## config.mk

```make
export PLATFORM = sky130hd
export DESIGN_NAME = flash_status_bank_protect_regs
export DESIGN_NICKNAME = d
export VERILOG_FILES = /design/src/rtl/flash_regs_pkg.sv /design/src/rtl/link_pins_if.sv /design/src/rtl/link_pin_sync.sv /design/src/rtl/flash_status_bank_protect_regs.sv
export SDC_FILE = /design/constraint.sdc
export NUM_CORES = 1
export LEC_CHECK = 0
export BUFFER_PORTS_ARGS = -buffer_cell sky130_fd_sc_hd__buf_4
export CAP_MARGIN = 30
export CORE_ASPECT_RATIO = 1.25
export CORE_MARGIN = 2
export CORE_UTILIZATION = 40
export DETAILED_ROUTE_END_ITERATION = 7
export GPL_TIMING_DRIVEN = 0
export PLACE_DENSITY = 0.6
export SKIP_LAST_GASP = 1
export SYNTH_ARGS = -nofsm -noshare
export SYNTH_HDL_FRONTEND = slang
export SYNTH_HIERARCHICAL = 1
export SYNTH_SLANG_ARGS = --single-unit
```

## constraint.sdc

```tcl
create_clock -name clk_i -period 2.75 [get_ports clk_i]
set_input_delay 0.4125 -clock clk_i [delete_from_list [all_inputs] [get_ports clk_i]]
set_output_delay 0.4125 -clock clk_i [all_outputs]
set_load 0.05 [all_outputs]
```

## src/rtl/flash_regs_pkg.sv

```systemverilog
`default_nettype none
package flash_regs_pkg;

  // ----------------------------------------------------------------
  // Bus geometry
  // ----------------------------------------------------------------
  localparam int ADDR_W = 8;
  localparam int DATA_W = 32;
  localparam int SEL_W = 4;

  // ----------------------------------------------------------------
  // Register byte offsets
  // ----------------------------------------------------------------
  localparam logic [7:0] OFS_STATUS_TWO = 8'h00;
  localparam logic [7:0] OFS_BANK_ADDRESS_SELECT = 8'h04;
  localparam logic [7:0] OFS_SECTOR_GUARD_CONFIG = 8'h08;
  localparam logic [7:0] OFS_KEY_LOW = 8'h0c;
  localparam logic [7:0] OFS_KEY_HIGH = 8'h10;
  localparam logic [7:0] OFS_LINK_ADDRESS = 8'h14;

  // ----------------------------------------------------------------
  // Field positions
  // ----------------------------------------------------------------
  localparam int ERASE_SUSPENDED_BIT = 1;
  localparam int PROGRAM_SUSPENDED_BIT = 0;
  localparam int WIDE_ADDRESS_ENABLE_BIT = 7;
  localparam int BANK_BIT_HIGH_POS = 1;
  localparam int BANK_BIT_LOW_POS = 0;
  localparam int KEY_MODE_LOCK_BIT = 2;
  localparam int PERSISTENT_MODE_LOCK_BIT = 1;

  // Writable bits of the bank register: wide enable and both bank bits
  localparam logic [7:0] BANK_WRITE_MASK = 8'h83;

  // ----------------------------------------------------------------
  // Reset values
  // ----------------------------------------------------------------
  localparam logic [7:0] STATUS_TWO_RESET = 8'h00;
  localparam logic [7:0] BANK_RESET = 8'h00;
  localparam logic [15:0] GUARD_RESET = 16'hfe7f;
  localparam logic [63:0] KEY_RESET = 64'hffff_ffff_ffff_ffff;
  localparam logic [31:0] KEY_HIDDEN_VALUE = 32'hffff_ffff;
  localparam logic [31:0] UNMAPPED_VALUE = 32'h0000_0000;

  // ----------------------------------------------------------------
  // Serial framing counts
  // ----------------------------------------------------------------
  localparam logic [5:0] OPCODE_BITS = 6'h08;
  localparam logic [5:0] NARROW_ADDRESS_BITS = 6'h18;
  localparam logic [5:0] WIDE_ADDRESS_BITS = 6'h20;

endpackage
`default_nettype wire

```

## src/rtl/link_pins_if.sv

```systemverilog
`default_nettype none
interface link_pins_if;
  logic cs_n;
  logic si;
  logic sck_rise;

  modport source (output cs_n, output si, output sck_rise);
  modport sink (input cs_n, input si, input sck_rise);
endinterface
`default_nettype wire

```

## src/rtl/link_pin_sync.sv

```systemverilog
`default_nettype none
module link_pin_sync (
  // Clock and reset
  input wire logic clk_i,
  input wire logic rst_i,
  // Raw link pins
  input wire logic sck_i,
  input wire logic cs_n_i,
  input wire logic si_i,
  // Synchronised view
  link_pins_if.source pins
);

  // Bit order in the vectors: {si, sck, cs_n}; select idles high
  localparam logic [2:0] IDLE_LEVELS = 3'b001;

  logic [2:0] meta;
  logic [2:0] stable;
  logic sck_prev;
  logic [2:0] next_meta;
  logic [2:0] next_stable;
  logic next_sck_prev;

  // Two flops per pin; only the second stage feeds the edge finder
  always_comb begin
    next_meta = {si_i, sck_i, cs_n_i};
    next_stable = meta;
    next_sck_prev = stable[1];
  end

  always_ff @(posedge clk_i) begin
    if (rst_i) begin
      meta <= IDLE_LEVELS;
      stable <= IDLE_LEVELS;
      sck_prev <= 1'b0;
    end else begin
      meta <= next_meta;
      stable <= next_stable;
      sck_prev <= next_sck_prev;
    end
  end

  // Rising serial clock seen in the cycle it settles
  assign pins.cs_n = stable[0];
  assign pins.si = stable[2];
  assign pins.sck_rise = stable[1] & ~sck_prev;

endmodule
`default_nettype wire

```

## src/rtl/flash_status_bank_protect_regs.sv

```systemverilog
// Contract
// - Erase-suspended flag is read-only, set while erase suspended, resets to zero.
// - Program-suspended flag is read-only, set while program suspended, resets to zero.
// - Bank bit 7 enables wide addressing: 32-bit addresses; resets to zero.
// - Narrow mode takes 24-bit addresses; bank bits join above them.
// - Bank bit 0 is address bit 24; bit 1 reserved; both reset zero.
// - Guard config bit 2 is one-time lock; zero selects key mode; ships one.
// - Guard config bit 1 is one-time lock; zero selects persistent mode; ships one.
// - Hidden 64-bit key held in one-time storage, bits 63 to 0.
// - Once key mode lock is zero, the key is never read back.
//
// The implementer's own choices: the Wishbone slave port and the address map.
`default_nettype none
module flash_status_bank_protect_regs (
  // Clock and reset
  input wire logic clk_i,
  input wire logic rst_i,
  // Wishbone slave
  input wire logic [flash_regs_pkg::ADDR_W-1:0] adr_i,
  input wire logic [flash_regs_pkg::DATA_W-1:0] dat_i,
  input wire logic [flash_regs_pkg::SEL_W-1:0] sel_i,
  input wire logic we_i,
  input wire logic cyc_i,
  input wire logic stb_i,
  output logic [flash_regs_pkg::DATA_W-1:0] dat_o,
  output logic ack_o,
  // Suspend and resume events from the array sequencer
  input wire logic erase_suspend_i,
  input wire logic erase_resume_i,
  input wire logic program_suspend_i,
  input wire logic program_resume_i,
  // Serial link pins
  input wire logic sck_i,
  input wire logic cs_n_i,
  input wire logic si_i,
  // Block state
  output logic erase_suspended_o,
  output logic program_suspended_o,
  output logic wide_address_enable_o,
  output logic key_mode_active_o,
  output logic persistent_mode_active_o,
  output logic [31:0] full_address_o,
  output logic address_valid_o
);

  // ----------------------------------------------------------------
  // Decode helpers
  // ----------------------------------------------------------------

  // Expand byte selects into a bit mask
  function automatic logic [31:0] lane_mask(input logic [3:0] sel);
    logic [31:0] m;
    m = 32'h0000_0000;
    for (int i = 0; i < 4; i++) begin
      m[i*8 +: 8] = {8{sel[i]}};
    end
    return m;
  endfunction

  // One-time storage only ever clears bits: unselected lanes keep all
  function automatic logic [31:0] otp_program(input logic [31:0] old, input logic [31:0] wr,
                                              input logic [3:0] sel);
    return old & (wr | ~lane_mask(sel));
  endfunction

  // ----------------------------------------------------------------
  // State
  // ----------------------------------------------------------------
  logic ack;
  logic [31:0] rdata;
  logic erase_suspended;
  logic program_suspended;
  logic [7:0] bank_select;
  logic [15:0] guard_config;
  logic [63:0] secret_key_value;
  logic [31:0] full_address;
  logic address_valid;

  logic next_ack;
  logic [31:0] next_rdata;
  logic next_erase_suspended;
  logic next_program_suspended;
  logic [7:0] next_bank_select;
  logic [15:0] next_guard_config;
  logic [63:0] next_secret_key_value;

  logic req;
  logic wr_take;
  logic [31:0] wmask;
  logic [7:0] status_two;

  link_pins_if link_pins ();

  link_pin_sync u_sync (
    .clk_i (clk_i),
    .rst_i (rst_i),
    .sck_i (sck_i),
    .cs_n_i (cs_n_i),
    .si_i (si_i),
    .pins (link_pins.source)
  );

  // ----------------------------------------------------------------
  // Wishbone slave
  // ----------------------------------------------------------------

  // A write lands on the edge where the master sees ack, never earlier
  assign req = cyc_i & stb_i;
  assign wr_take = req & we_i & ack;
  assign wmask = lane_mask(sel_i);

  // Status two: six reserved bits read zero
  always_comb begin
    status_two = flash_regs_pkg::STATUS_TWO_RESET;
    status_two[flash_regs_pkg::ERASE_SUSPENDED_BIT] = erase_suspended;
    status_two[flash_regs_pkg::PROGRAM_SUSPENDED_BIT] = program_suspended;
  end

  // Read mux; unmapped offsets answer with zero data
  function automatic logic [31:0] read_word(input logic [7:0] adr);
    logic [31:0] w;
    w = flash_regs_pkg::UNMAPPED_VALUE;
    case (adr)
      flash_regs_pkg::OFS_STATUS_TWO: begin
        w = {24'h00_0000, status_two};
      end
      flash_regs_pkg::OFS_BANK_ADDRESS_SELECT: begin
        w = {24'h00_0000, bank_select};
      end
      flash_regs_pkg::OFS_SECTOR_GUARD_CONFIG: begin
        w = {16'h0000, guard_config};
      end
      flash_regs_pkg::OFS_KEY_LOW: begin
        w = guard_config[flash_regs_pkg::KEY_MODE_LOCK_BIT] ? secret_key_value[31:0]
                                                             : flash_regs_pkg::KEY_HIDDEN_VALUE;
      end
      flash_regs_pkg::OFS_KEY_HIGH: begin
        w = guard_config[flash_regs_pkg::KEY_MODE_LOCK_BIT] ? secret_key_value[63:32]
                                                             : flash_regs_pkg::KEY_HIDDEN_VALUE;
      end
      flash_regs_pkg::OFS_LINK_ADDRESS: begin
        w = full_address;
      end
      default: begin
        w = flash_regs_pkg::UNMAPPED_VALUE;
      end
    endcase
    return w;
  endfunction

  // Ack one cycle after the request, dropped the cycle after
  always_comb begin
    next_ack = req & ~ack;
    next_rdata = (req & ~ack & ~we_i) ? read_word(adr_i) : 32'h0000_0000;
  end

  always_ff @(posedge clk_i) begin
    if (rst_i) begin
      ack <= 1'b0;
      rdata <= 32'h0000_0000;
    end else begin
      ack <= next_ack;
      rdata <= next_rdata;
    end
  end

  // ----------------------------------------------------------------
  // Register file
  // ----------------------------------------------------------------

  // Suspend flags follow the sequencer only; a suspend beats a resume
  always_comb begin
    next_erase_suspended = erase_suspend_i | (erase_suspended & ~erase_resume_i);
    next_program_suspended = program_suspend_i | (program_suspended & ~program_resume_i);
  end

  // Bank register: bits 6..2 stay zero whatever is written
  always_comb begin
    next_bank_select = bank_select;
    if (wr_take && adr_i == flash_regs_pkg::OFS_BANK_ADDRESS_SELECT) begin
      next_bank_select = (bank_select & ~(flash_regs_pkg::BANK_WRITE_MASK & wmask[7:0]))
                       | (dat_i[7:0] & flash_regs_pkg::BANK_WRITE_MASK & wmask[7:0]);
    end
  end

  // One-time bits: a write can only clear, never set back
  always_comb begin
    next_guard_config = guard_config;
    next_secret_key_value = secret_key_value;
    if (wr_take) begin
      case (adr_i)
        flash_regs_pkg::OFS_SECTOR_GUARD_CONFIG: begin
          next_guard_config = guard_config & (dat_i[15:0] | ~wmask[15:0]);
        end
        flash_regs_pkg::OFS_KEY_LOW: begin
          next_secret_key_value[31:0] = otp_program(secret_key_value[31:0], dat_i, sel_i);
        end
        flash_regs_pkg::OFS_KEY_HIGH: begin
          next_secret_key_value[63:32] = otp_program(secret_key_value[63:32], dat_i, sel_i);
        end
        default: begin
          next_guard_config = guard_config;
        end
      endcase
    end
  end

  // Reset stands in for a blank part at power-up
  always_ff @(posedge clk_i) begin
    if (rst_i) begin
      erase_suspended <= 1'b0;
      program_suspended <= 1'b0;
      bank_select <= flash_regs_pkg::BANK_RESET;
      guard_config <= flash_regs_pkg::GUARD_RESET;
      secret_key_value <= flash_regs_pkg::KEY_RESET;
    end else begin
      erase_suspended <= next_erase_suspended;
      program_suspended <= next_program_suspended;
      bank_select <= next_bank_select;
      guard_config <= next_guard_config;
      secret_key_value <= next_secret_key_value;
    end
  end

  // ----------------------------------------------------------------
  // Serial address capture
  // ----------------------------------------------------------------
  typedef enum logic [1:0] {LINK_IDLE, LINK_OPCODE, LINK_ADDRESS, LINK_WAIT_END} link_state_e;

  link_state_e link_state;
  logic [5:0] bit_count;
  logic [31:0] shift;
  logic wide_frame;

  link_state_e next_link_state;
  logic [5:0] next_bit_count;
  logic [31:0] next_shift;
  logic next_wide_frame;
  logic [31:0] next_full_address;
  logic next_address_valid;
  logic [31:0] shifted;
  logic [5:0] address_bits;

  // Width is fixed at frame start so a mid-frame bank write cannot split it
  assign address_bits = wide_frame ? flash_regs_pkg::WIDE_ADDRESS_BITS
                                   : flash_regs_pkg::NARROW_ADDRESS_BITS;
  assign shifted = {shift[30:0], link_pins.si};

  always_comb begin
    next_link_state = link_state;
    next_bit_count = bit_count;
    next_shift = shift;
    next_wide_frame = wide_frame;
    next_full_address = full_address;
    next_address_valid = 1'b0;
    case (link_state)
      LINK_IDLE: begin
        if (!link_pins.cs_n) begin
          next_link_state = LINK_OPCODE;
          next_bit_count = 6'h00;
          next_shift = 32'h0000_0000;
          next_wide_frame = bank_select[flash_regs_pkg::WIDE_ADDRESS_ENABLE_BIT];
        end
      end
      LINK_OPCODE: begin
        if (link_pins.sck_rise) begin
          next_bit_count = bit_count + 6'h01;
          if (bit_count == flash_regs_pkg::OPCODE_BITS - 6'h01) begin
            next_link_state = LINK_ADDRESS;
            next_bit_count = 6'h00;
          end
        end
      end
      LINK_ADDRESS: begin
        if (link_pins.sck_rise) begin
          next_shift = shifted;
          next_bit_count = bit_count + 6'h01;
          if (bit_count == address_bits - 6'h01) begin
            next_link_state = LINK_WAIT_END;
            next_address_valid = 1'b1;
            if (wide_frame) begin
              next_full_address = shifted;
            end else begin
              next_full_address = {7'h00, bank_select[flash_regs_pkg::BANK_BIT_LOW_POS],
                                   shifted[23:0]};
            end
          end
        end
      end
      LINK_WAIT_END: begin
        next_link_state = LINK_WAIT_END;
      end
      default: begin
        next_link_state = LINK_IDLE;
      end
    endcase
    // A deselect aborts any frame; a short frame yields no address
    if (link_pins.cs_n) begin
      next_link_state = LINK_IDLE;
    end
  end

  always_ff @(posedge clk_i) begin
    if (rst_i) begin
      link_state <= LINK_IDLE;
      bit_count <= 6'h00;
      shift <= 32'h0000_0000;
      wide_frame <= 1'b0;
      full_address <= 32'h0000_0000;
      address_valid <= 1'b0;
    end else begin
      link_state <= next_link_state;
      bit_count <= next_bit_count;
      shift <= next_shift;
      wide_frame <= next_wide_frame;
      full_address <= next_full_address;
      address_valid <= next_address_valid;
    end
  end

  // ----------------------------------------------------------------
  // Outputs, all from flops; the two mode flags are inverted lock bits
  // ----------------------------------------------------------------
  assign ack_o = ack;
  assign dat_o = rdata;
  assign erase_suspended_o = erase_suspended;
  assign program_suspended_o = program_suspended;
  assign wide_address_enable_o = bank_select[flash_regs_pkg::WIDE_ADDRESS_ENABLE_BIT];
  assign key_mode_active_o = ~guard_config[flash_regs_pkg::KEY_MODE_LOCK_BIT];
  assign persistent_mode_active_o = ~guard_config[flash_regs_pkg::PERSISTENT_MODE_LOCK_BIT];
  assign full_address_o = full_address;
  assign address_valid_o = address_valid;

endmodule
`default_nettype wire

```

### Word-level counts from Yosys, hierarchy flattened

Index checks and enable logic that the tools add are counted.

* reduce and logical (&&, ||, !) cells: 16
* equality and inequality tests: 15
* bitwise gates (word level): 32
* multiplexer cells: 19
* $add $sub $neg: 2

Operator list (number)
* $pmux W32 S6: 1
* $mux W32: 3
* $and A32 B32 Y32: 2
* $mux W31: 2
* $pmux W31 S2: 1
* $not A32 Y32: 1
* $or A32 B32 Y32: 1
* $mux W6: 5
* $pmux W6 S3: 1
* $and A16 B16 Y16: 1
* $and A8 B8 Y8: 2
* $eq A8 B4 Y1 const B: 2
* $eq A8 B5 Y1 const B: 2
* $not A16 Y16: 1
* $or A16 B16 Y16: 1
* $not A1 Y1: 11
* $ne A2 B2 Y1 const B: 5
* $and A1 B1 Y1: 8
* $eq A8 B3 Y1 const B: 1
* $logic_not A8 Y1: 1
* $mux W2: 4
* $not A8 Y8: 1
* $or A8 B8 Y8: 1
* $pmux W2 S4: 1
* 17 further kinds: 25

* input bits: 56
* output and inout port bits: 71
* flip-flop bits (word level): 203

### Logic depth before layout (Yosys ltp)

Gate-level depths: netlist (run 1).

* word-level depth: 6
* gate-level depth with buffers: 8

### Cells and area by module

Netlist (run 1), hierarchy kept.

By module, submodules not included
* flash_status_bank_protect_regs: area each 7709.9 sq um, instances 1, cells each 905
* link_pin_sync: area each 190.2 sq um, instances 1, cells each 15

### Worst setup path before layout (run 1)

Ideal clock, no wire load.

* path type: register to register
* start point: reg ack, in the netlist ack_o
* end point: reg secret_key_value[28]
* slack: 673 ps
* library setup time: 123 ps
* data required time: 2627 ps
* stages on the path, launching flop included: 6
* buffers on the path: 1
* period minus slack after synthesis: 2077 ps
* data arrival time: 1954 ps
* cell sequence: dfxtp_1 > nand4_1 > nor4_2 > clkbuf_1 > a21oi_1 > or2_2

* cells in the longest elaborated chain, start to end: 2

Ends and longest elaborated chain
* start: declaration: RTL line flash_status_bank_protect_regs.sv:69 `logic ack;`
* start signal: assignment: RTL line flash_status_bank_protect_regs.sv:162 `ack <= next_ack;`
* $and A1 B1 Y1: RTL line flash_status_bank_protect_regs.sv:109 `assign wr_take = req & we_i & ack;`
* $reduce_and A2 Y1 (no source line)
* end signal: assignment: RTL line flash_status_bank_protect_regs.sv:215 `secret_key_value <= flash_regs_pkg::KEY_RESET;`
* end signal: assignment: RTL line flash_status_bank_protect_regs.sv:221 `secret_key_value <= next_secret_key_value;`
* end: declaration: RTL line flash_status_bank_protect_regs.sv:75 `logic [63:0] secret_key_value;`

Every way passes these cells.
A chain may end at the register's enable or synchronous reset.

### Worst setup path after layout (run 1)

Same ends and word-level chain as after synthesis.

==> flow_metrics.env, run 1 <==
export IMPL_critPathCaptureType="flip-flop"
export IMPL_skew_ns=0.00774
export IMPL_antenna_found_initial=0
export IMPL_rsz0062_at_grt="no"
export IMPL_clk_latency_ns=0.43
export IMPL_synth_ff_type="dfxtp_1"
export IMPL_postLayoutSetupSlackWorst_ns=0.366
export IMPL_min_path_type="in2reg"
export IMPL_rr_startpoint="ack_o$_SDFF_PP0_"
export IMPL_vias_per_cell=5.16
export IMPL_setup_viol=0
export IMPL_p_per_area_nw_per_um2=562
export IMPL_required_ns=3.07
export IMPL_hold_buffers=0
export IMPL_final_max_slew_viol_count=0
export IMPL_cts_sinks=198
export IMPL_ys_top_cells_by_area="dfxtp_1, a21oi_1, nand2_1, a21o_1, nor2b_1"
export IMPL_yosys_cell_types_count=52
export IMPL_crit_fanout=10
export IMPL_row_count=57
export IMPL_boundaryPins=127
export IMPL_die_h_um=161
export IMPL_grt_use_total_pct=21.5
export IMPL_first_global_vias=6663
export IMPL_fin_crit_ns=2.38
export IMPL_syn_nets=982
export IMPL_grt_pass1_wl_um=34900
export IMPL_pre_cts_ws_ns=0.158
export IMPL_grt_ovfl_total=0
export IMPL_critPathLaunch="ack_o$_SDFF_PP0_"
export IMPL_drtAntennaViolNets=0
export IMPL_synth_most_common_cell="dfxtp_1"
export IMPL_post_route_util_pct=50.1
export IMPL_core_area_um2=19400
export IMPL_cts_root_buf="clkbuf_16"
export IMPL_io_buffers=125
export IMPL_rr_endpoint="secret_key_value[28]$_SDFFE_PP1P_"
export IMPL_rrSetupSlack_ns=0.37
export IMPL_post_cts_setup_buffers=0
export IMPL_cellLeakagePower_nw=3.58
export IMPL_grt_max_degree=17
export IMPL_cp_start_kind="flip-flop"
export IMPL_fin_nets=1128
export IMPL_drt_wirelength_per_cell_um=16.6
export IMPL_place_inst=1312
export IMPL_maxSlewHeadroom_pct=42.5
export IMPL_hold_viol=0
export IMPL_layoutNonFillerInstCount=1344
export IMPL_h_tree_depth=4
export IMPL_rr_worst_depth=5
export IMPL_vdd_drop_max_mv=0.433
export IMPL_cts_clk_slew_worst_paths_ns=0.07
export IMPL_synth_edf_count=0
export IMPL_synthCells=920
export IMPL_ys_ff_latch=198
export IMPL_postSynthAreaPerCell_um2=8.59
export IMPL_cts_buffers=17
export IMPL_ys_top_cells_by_count="dfxtp_1, nand2_1, a21oi_1"
export IMPL_cts_resized=0
export IMPL_area_growth_syn_to_layout_pct=23.1
export IMPL_drive_above_1_share_pct=17.5
export IMPL_drt_wl_total_um=22300
export IMPL_route_detailed_drc=0
export IMPL_cts_tree="done"
export IMPL_dp_hpwl_um=16600
export IMPL_die_area_um2=20900
export IMPL_globalplace_congestion=0.874
export IMPL_first_pass_iters=5
export IMPL_arrival_ns=2.71
export IMPL_netlist_area_um2=7900
export IMPL_initialDrtViolationCount=482
export IMPL_clockBufferDepth=2
export IMPL_vias=6933
export IMPL_post_route_period_util_pct=86.7
export IMPL_synth_top_area_cell="dfxtp_1"
export IMPL_start_util_pct=40.7
export IMPL_tightest_slew_ns=0.850
export IMPL_async_flop_share_pct=0
export IMPL_yosysSeqAreaShare_pct=50.2
export IMPL_die_w_um=130
export IMPL_max_freq_ghz=0.419
export IMPL_cap_violations=0
export IMPL_path_class="reg2reg"
export IMPL_cp_endpoint="secret_key_value[28]$_SDFFE_PP1P_"
export IMPL_synthDominantCellAreaShare_pct=50.2
export IMPL_status="finished clean"
export IMPL_n_antenna_cell=0
export IMPL_yosys_warnings=6
power by group:
| group | leakage (nW) | internal, mW | switching, mW |
|---|---|---|---|
| Clock | 0.266 | 1.25 | 1.06 |
| Sequential | 1.60 | 2.87 | 0.00690 |
| Combinational | 1.72 | 0.103 | 0.174 |
| Total | 3.58 | 4.23 | 1.24 |
layout make-up:
class | instances | area (µm²)
inverters | 29 | 109
well taps | 265 | 332
fillers | 1954 | 9670
repair buffers | 127 | 953
flip-flops and latches | 198 | 3960
clock inverters | 8 | 48.8
clock buffers | 24 | 492
multi-input cells | 624 | 3540
plain buffers | 69 | 283
metal layers:
metal / track usage (%) / vias up / wire (µm)
li1: - / 3469 / -
met1: 28.0 / 3220 / 9800
met2: 35.6 / 213 / 10600
met3: 4.41 / 31 / 1350
met4: 7.09 / 0 / 498
met5: 0 / - / 0
how the worst min path moves through the flow:
| stage | from | end | slack [ns] | cells after the start |
|---|---|---|---|---|
| after detailed placement | u_sync/meta[0]$_SDFF_PP1_ | u_sync/stable[0]$_SDFF_PP1_ | 0.39 | 1 |
| final | cs_n_i | u_sync/meta[0]$_SDFF_PP1_ | 0.15 | 2 |
| after global placement | u_sync/meta[0]$_SDFF_PP1_ | u_sync/stable[0]$_SDFF_PP1_ | 0.39 | 1 |
| after global routing | cs_n_i | u_sync/meta[0]$_SDFF_PP1_ | 0.15 | 2 |
| after CTS | cs_n_i | u_sync/meta[0]$_SDFF_PP1_ | 0.14 | 2 |
| after floorplan | u_sync/meta[0]$_SDFF_PP1_ | u_sync/stable[0]$_SDFF_PP1_ | 0.39 | 1 |
cells by family (layout without fill, tap and decap cells):
logic type | after synthesis | after routing | synth area share (%)
multiplexers | 6 | 6 | 0.792
AO/OA/AOI/OAI | 282 | 282 | 22.1
adder cells (fa/ha/maj) | 6 | 6 | 0.950
buffers and inverters | 98 | 257 | 4.96
XOR/XNOR | 5 | 5 | 0.554
flip-flops | 198 | 198 | 50.2
AND/OR/NAND/NOR | 325 | 325 | 20.5
flip-flops by register name, indices dropped and copies added (netlist names), named ones only:
name and cells:
u_sync/stable 3, address_valid_o 1, dat_o 32, full_address_o 32, shift 31, u_sync/sck_prev 1, secret_key_value 64, guard_config 16
wide_frame 1, program_suspended_o 1, u_sync/meta 3, ack_o 1, erase_suspended_o 1, bit_count 6, link_state 2
cells in the final DEF (no fill, tap or decap), types with 10 or more instances in the layout:
cell       count
clkbuf_1      63
clkbuf_16     17
dfxtp_1      198
o21a_1        16
nand4_1       37
buf_4        125
nor2b_1       39
nand3_1       10
nor2_1        15
or2_2         15
nand2_1      169
a31oi_1       14
a22oi_1       25
o21ai_0       25
a21oi_1      128
inv_1         29
a21o_1        58
critical path, cell delays in order (launching register included):
cell and delay [ns]:
dfxtp_1 0.45, nand4_1 0.39, nor4_2 0.49, clkbuf_1 0.52, a21oi_1 0.13, or2_2 0.28
per-stage QoR:
step | TNS [ns] | cell area, µm² | hold WS, ns | power, mW
5_1_grt | 0 | 9730 | 0.154 | 5.66
3_3_place_gp | -0.259 | 9170 | 0.389 | 3.22
6_report | 0 | 9730 | 0.152 | 5.47
2_1_floorplan | 0 | 7900 | 0.385 | 3.09
3_5_place_dp | 0 | 9190 | 0.393 | 3.22
4_1_cts | 0 | 9730 | 0.144 | 5.51
No activity file was read; power rests on OpenSTA's default activity.
==> run 2: changes to the inputs <==
--- a/config.mk
+++ b/config.mk
@@ -13,6 +13,7 @@
 export DETAILED_ROUTE_END_ITERATION = 7
 export GPL_TIMING_DRIVEN = 0
 export PLACE_DENSITY = 0.6
+export RECOVER_POWER = 50
 export SKIP_LAST_GASP = 1
 export SYNTH_ARGS = -nofsm -noshare
 export SYNTH_HDL_FRONTEND = slang
==> flow_metrics.env, run 2 (synthesis gave the netlist of run 1 again) <==
export IMPL_status="finished clean"
export IMPL_drt_wl_total_um=22300
export IMPL_route_detailed_drc=0
export IMPL_rsz0062_at_grt="no"
export IMPL_initialDrtViolationCount=479
export IMPL_power_mw=5.46
export IMPL_dp_hpwl_um=16600
export IMPL_cellLeakagePower_nw=3.26
export IMPL_skew_ns=0.00775
export IMPL_cts_buffers=17
export IMPL_dpl_cell_area_um2=9190
export IMPL_fin_crit_ns=2.57
export IMPL_post_cts_setup_buffers=0
export IMPL_n_antenna_cell=0
export IMPL_drt_wirelength_per_cell_um=16.6
export IMPL_cp_cell_sequence="clkbuf_4 > or3_4 > or4b_1 > a211oi_1 > buf_6 > o21a_1"
export IMPL_grt_pass1_wl_um=34900
export IMPL_cp_slowest_cell="a211oi_1"
export IMPL_arrival_ns=2.94
export IMPL_cts_clk_slew_worst_paths_ns=0.07
export IMPL_vias_per_cell=5.15
export IMPL_drive_above_1_share_pct=10.2
export IMPL_largest_register_ffs=64
export IMPL_fin_nets=1128
export IMPL_boundaryPins=127
export IMPL_antenna_found_initial=0
export IMPL_core_area_um2=19400
export IMPL_hold_buffers=0
export IMPL_regArea_um2=3960
export IMPL_fin_setup_tns_ns=0
export IMPL_largest_register="secret_key_value"
export IMPL_critPathMaxStageDelay_ns=0.93
export IMPL_critPathCaptureType="flip-flop"
export IMPL_max_freq_ghz=0.389
export IMPL_vias=6922
export IMPL_die_area_um2=20900
export IMPL_min_path_cells=2
export IMPL_post_route_period_util_pct=93.6
export IMPL_grt_ovfl_total=0
export IMPL_row_count=57
export IMPL_globalplace_congestion=0.874
export IMPL_post_route_cell_area_um2=9430
export IMPL_drtAntennaViolNets=0
export IMPL_multi_input_area_um2=3520
export IMPL_cp_start_kind="input pin"
export IMPL_rrSetupSlack_ns=0.29
export IMPL_clockBufferDepth=2
export IMPL_first_pass_iters=5
export IMPL_cts_root_buf="clkbuf_16"
export IMPL_hold_viol=0
export IMPL_rr_worst_depth=5
export IMPL_cap_violations=0
export IMPL_setup_viol=0
export IMPL_die_w_um=130
export IMPL_grt_max_degree=17
export IMPL_final_cell_mix="dfxtp_1, nand2_1, clkbuf_1"
export IMPL_p_per_area_nw_per_um2=579
export IMPL_grt_use_total_pct=21.5
export IMPL_clk_latency_ns=0.43
export IMPL_final_max_slew_viol_count=0
export IMPL_min_path_type="in2reg"
export IMPL_required_ns=3.12
export IMPL_path_class="in2reg"
export IMPL_start_util_pct=40.7
export IMPL_cts_resized=0
export IMPL_io_buffers=125
export IMPL_cts_sinks=198
export IMPL_final_common_cell="dfxtp_1"
export IMPL_die_h_um=161
export IMPL_fillers=2027
export IMPL_h_tree_depth=4
export IMPL_vdd_drop_max_mv=0.430
export IMPL_maxSlewHeadroom_pct=27.2
export IMPL_area_growth_syn_to_layout_pct=19.4
export IMPL_tightest_slew_ns=1.09
export IMPL_cts_tree="done"
export IMPL_first_global_vias=6663
export IMPL_crit_fanout=10
==> run 2: cell type report <==
class / instances / share of cell area [%]
flip-flops and latches: 198 / 42.0
multi-input cells: 624 / 37.4
repair buffers: 127 / 7.25
clock buffers: 24 / 5.21
well taps: 265 / 3.52
plain buffers: 69 / 2.95
inverters: 29 / 1.15
clock inverters: 8 / 0.518
==> run 2: path summary, 6_finish.rpt <==
| path | endpoint | startpoint |
|---|---|---|
| max | dat_o[30]$_SDFF_PP0_ | adr_i[7] |
| max reg2reg | dat_o[30]$_SDFF_PP0_ | ack_o$_SDFF_PP0_ |
| min reg2reg | u_sync/stable[0]$_SDFF_PP1_ | u_sync/meta[0]$_SDFF_PP1_ |
| min | u_sync/meta[0]$_SDFF_PP1_ | cs_n_i |
==> run 2: where the power goes <==
group	leakage (nW)	switching, mW	internal [mW]
sequential	1.60	0.00675	2.87
combinational	1.39	0.172	0.0990
clock	0.266	1.06	1.25
total	3.26	1.24	4.22
==> run 2: metal layers <==
metal / vias up / GRT usage (%) / routed length, µm
met1: 3206 / 28.0 / 9760
met4: 0 / 7.09 / 542
met3: 33 / 4.41 / 1360
met5: - / 0 / 0
met2: 212 / 35.6 / 10600
li1: 3471 / - / -
==> run 2: stage by stage <==
step                      cells  utilization [%]  setup WS (ns)  hold WS (ns)
final                      1344             48.6          0.176         0.156
after global routing       1344             48.6          0.157         0.154
after CTS                  1344             50.1          0.373         0.144
after detailed placement   1312             47.3          0.158         0.393
after global placement     1310             47.3         -0.169         0.389
after floorplan             920                -          0.673         0.385
==> run 2: worst max-delay path, delay by kind of cell <==
kind,cells,cell delay (ns)
AND/OR/NAND/NOR,2,1.07
buffers and inverters,2,0.36
AO/OA/AOI/OAI,2,1.09
==> run 3: changes to the inputs <==
--- a/config.mk
+++ b/config.mk
@@ -5,14 +5,14 @@
 export SDC_FILE = /design/constraint.sdc
 export NUM_CORES = 1
 export LEC_CHECK = 0
+export ABC_AREA = 1
 export BUFFER_PORTS_ARGS = -buffer_cell sky130_fd_sc_hd__buf_4
 export CAP_MARGIN = 30
-export CORE_ASPECT_RATIO = 1.25
 export CORE_MARGIN = 2
 export CORE_UTILIZATION = 40
 export DETAILED_ROUTE_END_ITERATION = 7
 export GPL_TIMING_DRIVEN = 0
-export PLACE_DENSITY = 0.6
+export PLACE_DENSITY = 0.59
 export RECOVER_POWER = 50
 export SKIP_LAST_GASP = 1
 export SYNTH_ARGS = -nofsm -noshare
==> flow_metrics.env, run 3 <==
export IMPL_crit_fanout=10
export IMPL_status="finished clean"
export IMPL_globalplace_congestion=0.816
export IMPL_dp_hpwl_um=17900
export IMPL_pwr_share_seq_pct=52.2
export IMPL_p_sw_share_pct=24.1
export IMPL_yosysSeqAreaShare_pct=46.8
export IMPL_io_buffers=124
export IMPL_fin_crit_ns=2.06
export IMPL_die_h_um=149
export IMPL_largest_register_ffs=64
export IMPL_grt_use_total_pct=22.0
export IMPL_synth_edf_count=0
export IMPL_vias=7505
export IMPL_maxSlewHeadroom_pct=51.2
export IMPL_max_freq_ghz=0.486
export IMPL_hold_buffers=0
export IMPL_synth_most_common_cell="nand2_1"
export IMPL_syn_nets=1154
export IMPL_switchingPower_mw=1.33
export IMPL_ys_ff_latch=198
export IMPL_yosys_cell_types_count=35
export IMPL_ys_top_cells_by_area="dfxtp_1, nand2_1, nor2_1, nand3_1, inv_1"
export IMPL_critPathCaptureType="output port"
export IMPL_grt_pass1_wl_um=37900
export IMPL_n_antenna_cell=0
export IMPL_cts_buffers=17
export IMPL_netlist_area_um2=8470
export IMPL_drt_wl_total_um=24100
export IMPL_async_flop_share_pct=0
export IMPL_core_area_um2=20900
export IMPL_grt_ovfl_total=0
export IMPL_h_tree_depth=4
export IMPL_min_path_type="in2reg"
export IMPL_p_comb_share_pct=5.4
export IMPL_skew_ns=0.0128
export IMPL_row_count=53
export IMPL_yosys_warnings=6
export IMPL_drtAntennaViolNets=0
export IMPL_post_route_period_util_pct=74.8
export IMPL_largest_register="secret_key_value"
export IMPL_clk_latency_ns=0.44
export IMPL_p_per_area_nw_per_um2=550
export IMPL_hold_viol=0
export IMPL_setup_viol=0
export IMPL_route_detailed_drc=0
export IMPL_die_area_um2=22300
export IMPL_vias_per_cell=4.93
export IMPL_first_pass_iters=5
export IMPL_drt_wirelength_per_cell_um=15.8
export IMPL_cts_root_buf="clkbuf_16"
export IMPL_first_global_vias=7056
export IMPL_tightest_slew_ns=0.732
export IMPL_p_int_mw=4.19
export IMPL_antenna_found_initial=0
export IMPL_clockPowerShare_pct=42.4
export IMPL_cts_tree="done"
export IMPL_post_cts_setup_buffers=0
export IMPL_cts_sinks=198
export IMPL_synthCells=1092
export IMPL_vdd_drop_max_mv=0.401
export IMPL_fin_setup_tns_ns=0
export IMPL_drive_above_1_share_pct=17.2
export IMPL_cap_violations=0
export IMPL_die_w_um=149
export IMPL_initialDrtViolationCount=506
export IMPL_synth_ff_type="dfxtp_1"
export IMPL_whs_ns=0.167
export IMPL_synthDominantCellAreaShare_pct=46.8
export IMPL_postSynthAreaPerCell_um2=7.75
export IMPL_fin_nets=1297
export IMPL_clockBufferDepth=2
export IMPL_start_util_pct=40.5
export IMPL_final_common_cell="nand2_1"
export IMPL_required_ns=2.34
export IMPL_ys_top_cells_by_count="nand2_1, dfxtp_1, nor2_1"
export IMPL_path_class="reg2out"
export IMPL_boundaryPins=127
export IMPL_area_growth_syn_to_layout_pct=18.5
export IMPL_cts_resized=0
export IMPL_final_cell_mix="nand2_1, dfxtp_1, nor2_1"
export IMPL_cts_clk_slew_worst_paths_ns=0.07
export IMPL_grt_max_degree=17
export IMPL_cp_start_kind="flip-flop"
export IMPL_synth_top_area_cell="dfxtp_1"
export IMPL_final_max_slew_viol_count=0
export IMPL_arrival_ns=1.64
export IMPL_rsz0062_at_grt="no"
export IMPL_cellLeakagePower_nw=4.31
-- run 3: cell families (layout without fill, tap and decap cells) --
| family | count (synthesis) | after routing | share of synthesized area, % |
|---|---|---|---|
| simple gates | 514 | 514 | 26.9 |
| compound gates | 215 | 215 | 16.4 |
| flops | 198 | 198 | 46.8 |
| buf+inv | 157 | 313 | 8.79 |
| fa+ha+maj | 6 | 6 | 0.887 |
| xor+xnor | 2 | 2 | 0.207 |
-- run 3: path summary, 6_finish.rpt --
kind / start / to / slack [ns] / cells after the start
setup / recovery: guard_config[2]$_SDFFE_PP1P_ / key_mode_active_o / 0.69 / 3
setup reg to reg: ack_o$_SDFF_PP0_ / dat_o[21]$_SDFF_PP0_ / 0.84 / 6
hold reg to reg: u_sync/meta[1]$_SDFF_PP0_ / u_sync/stable[1]$_SDFF_PP0_ / 0.41 / 2
hold / removal: cs_n_i / u_sync/meta[0]$_SDFF_PP1_ / 0.17 / 3
-- run 3: final cells by class --
type                            count  area (µm²)
Fill cell                        2202       10900
Sequential cell                   198        3960
Multi-Input combinational cell    737        3740
Timing Repair Buffer              124         709
Clock buffer                       22         464
Buffer                             66         399
Tap cell                          275         344
Inverter                           91         343
Clock inverter                     10        72.6
-- run 3: metrics by stage --
stage	area, µm²	std cells	utilization, %	total power [mW]	worst slack, ns
2_1_floorplan	8470	1092	-	3.12	1.14
3_3_place_gp	9740	1491	46.6	3.25	0.729
3_5_place_dp	9740	1491	46.6	3.25	0.707
4_1_cts	10300	1523	49.2	5.55	0.686
5_1_grt	10000	1523	48.0	5.70	0.611
6_report	10000	1523	48.0	5.52	0.693
-- run 3: metal layers --
layer / global-route usage (%) / vias up / wire length [µm]
met1: 29.8 / 3457 / 11500
li1: - / 3830 / -
met2: 35.6 / 195 / 11000
met4: 5.19 / 0 / 342
met5: 0 / - / 0
met3: 4.88 / 23 / 1220
-- run 3: power groups by stage --
| stage | logic, mW | clock network [mW] | registers [mW] |
|---|---|---|---|
| 6_report | 0.297 | 2.34 | 2.88 |
| 4_1_cts | 0.304 | 2.37 | 2.88 |
| 5_1_grt | 0.325 | 2.49 | 2.88 |
| 3_3_place_gp | 0.302 | 0 | 2.95 |
| 3_5_place_dp | 0.302 | 0 | 2.95 |
| 2_1_floorplan | 0.163 | 0 | 2.96 |
-- run 3: worst max-delay path, stage by stage, from the launching register on --
cell and delay, ns:
dfxtp_1 0.36, inv_2 0.15, clkbuf_1 0.40, buf_4 0.29
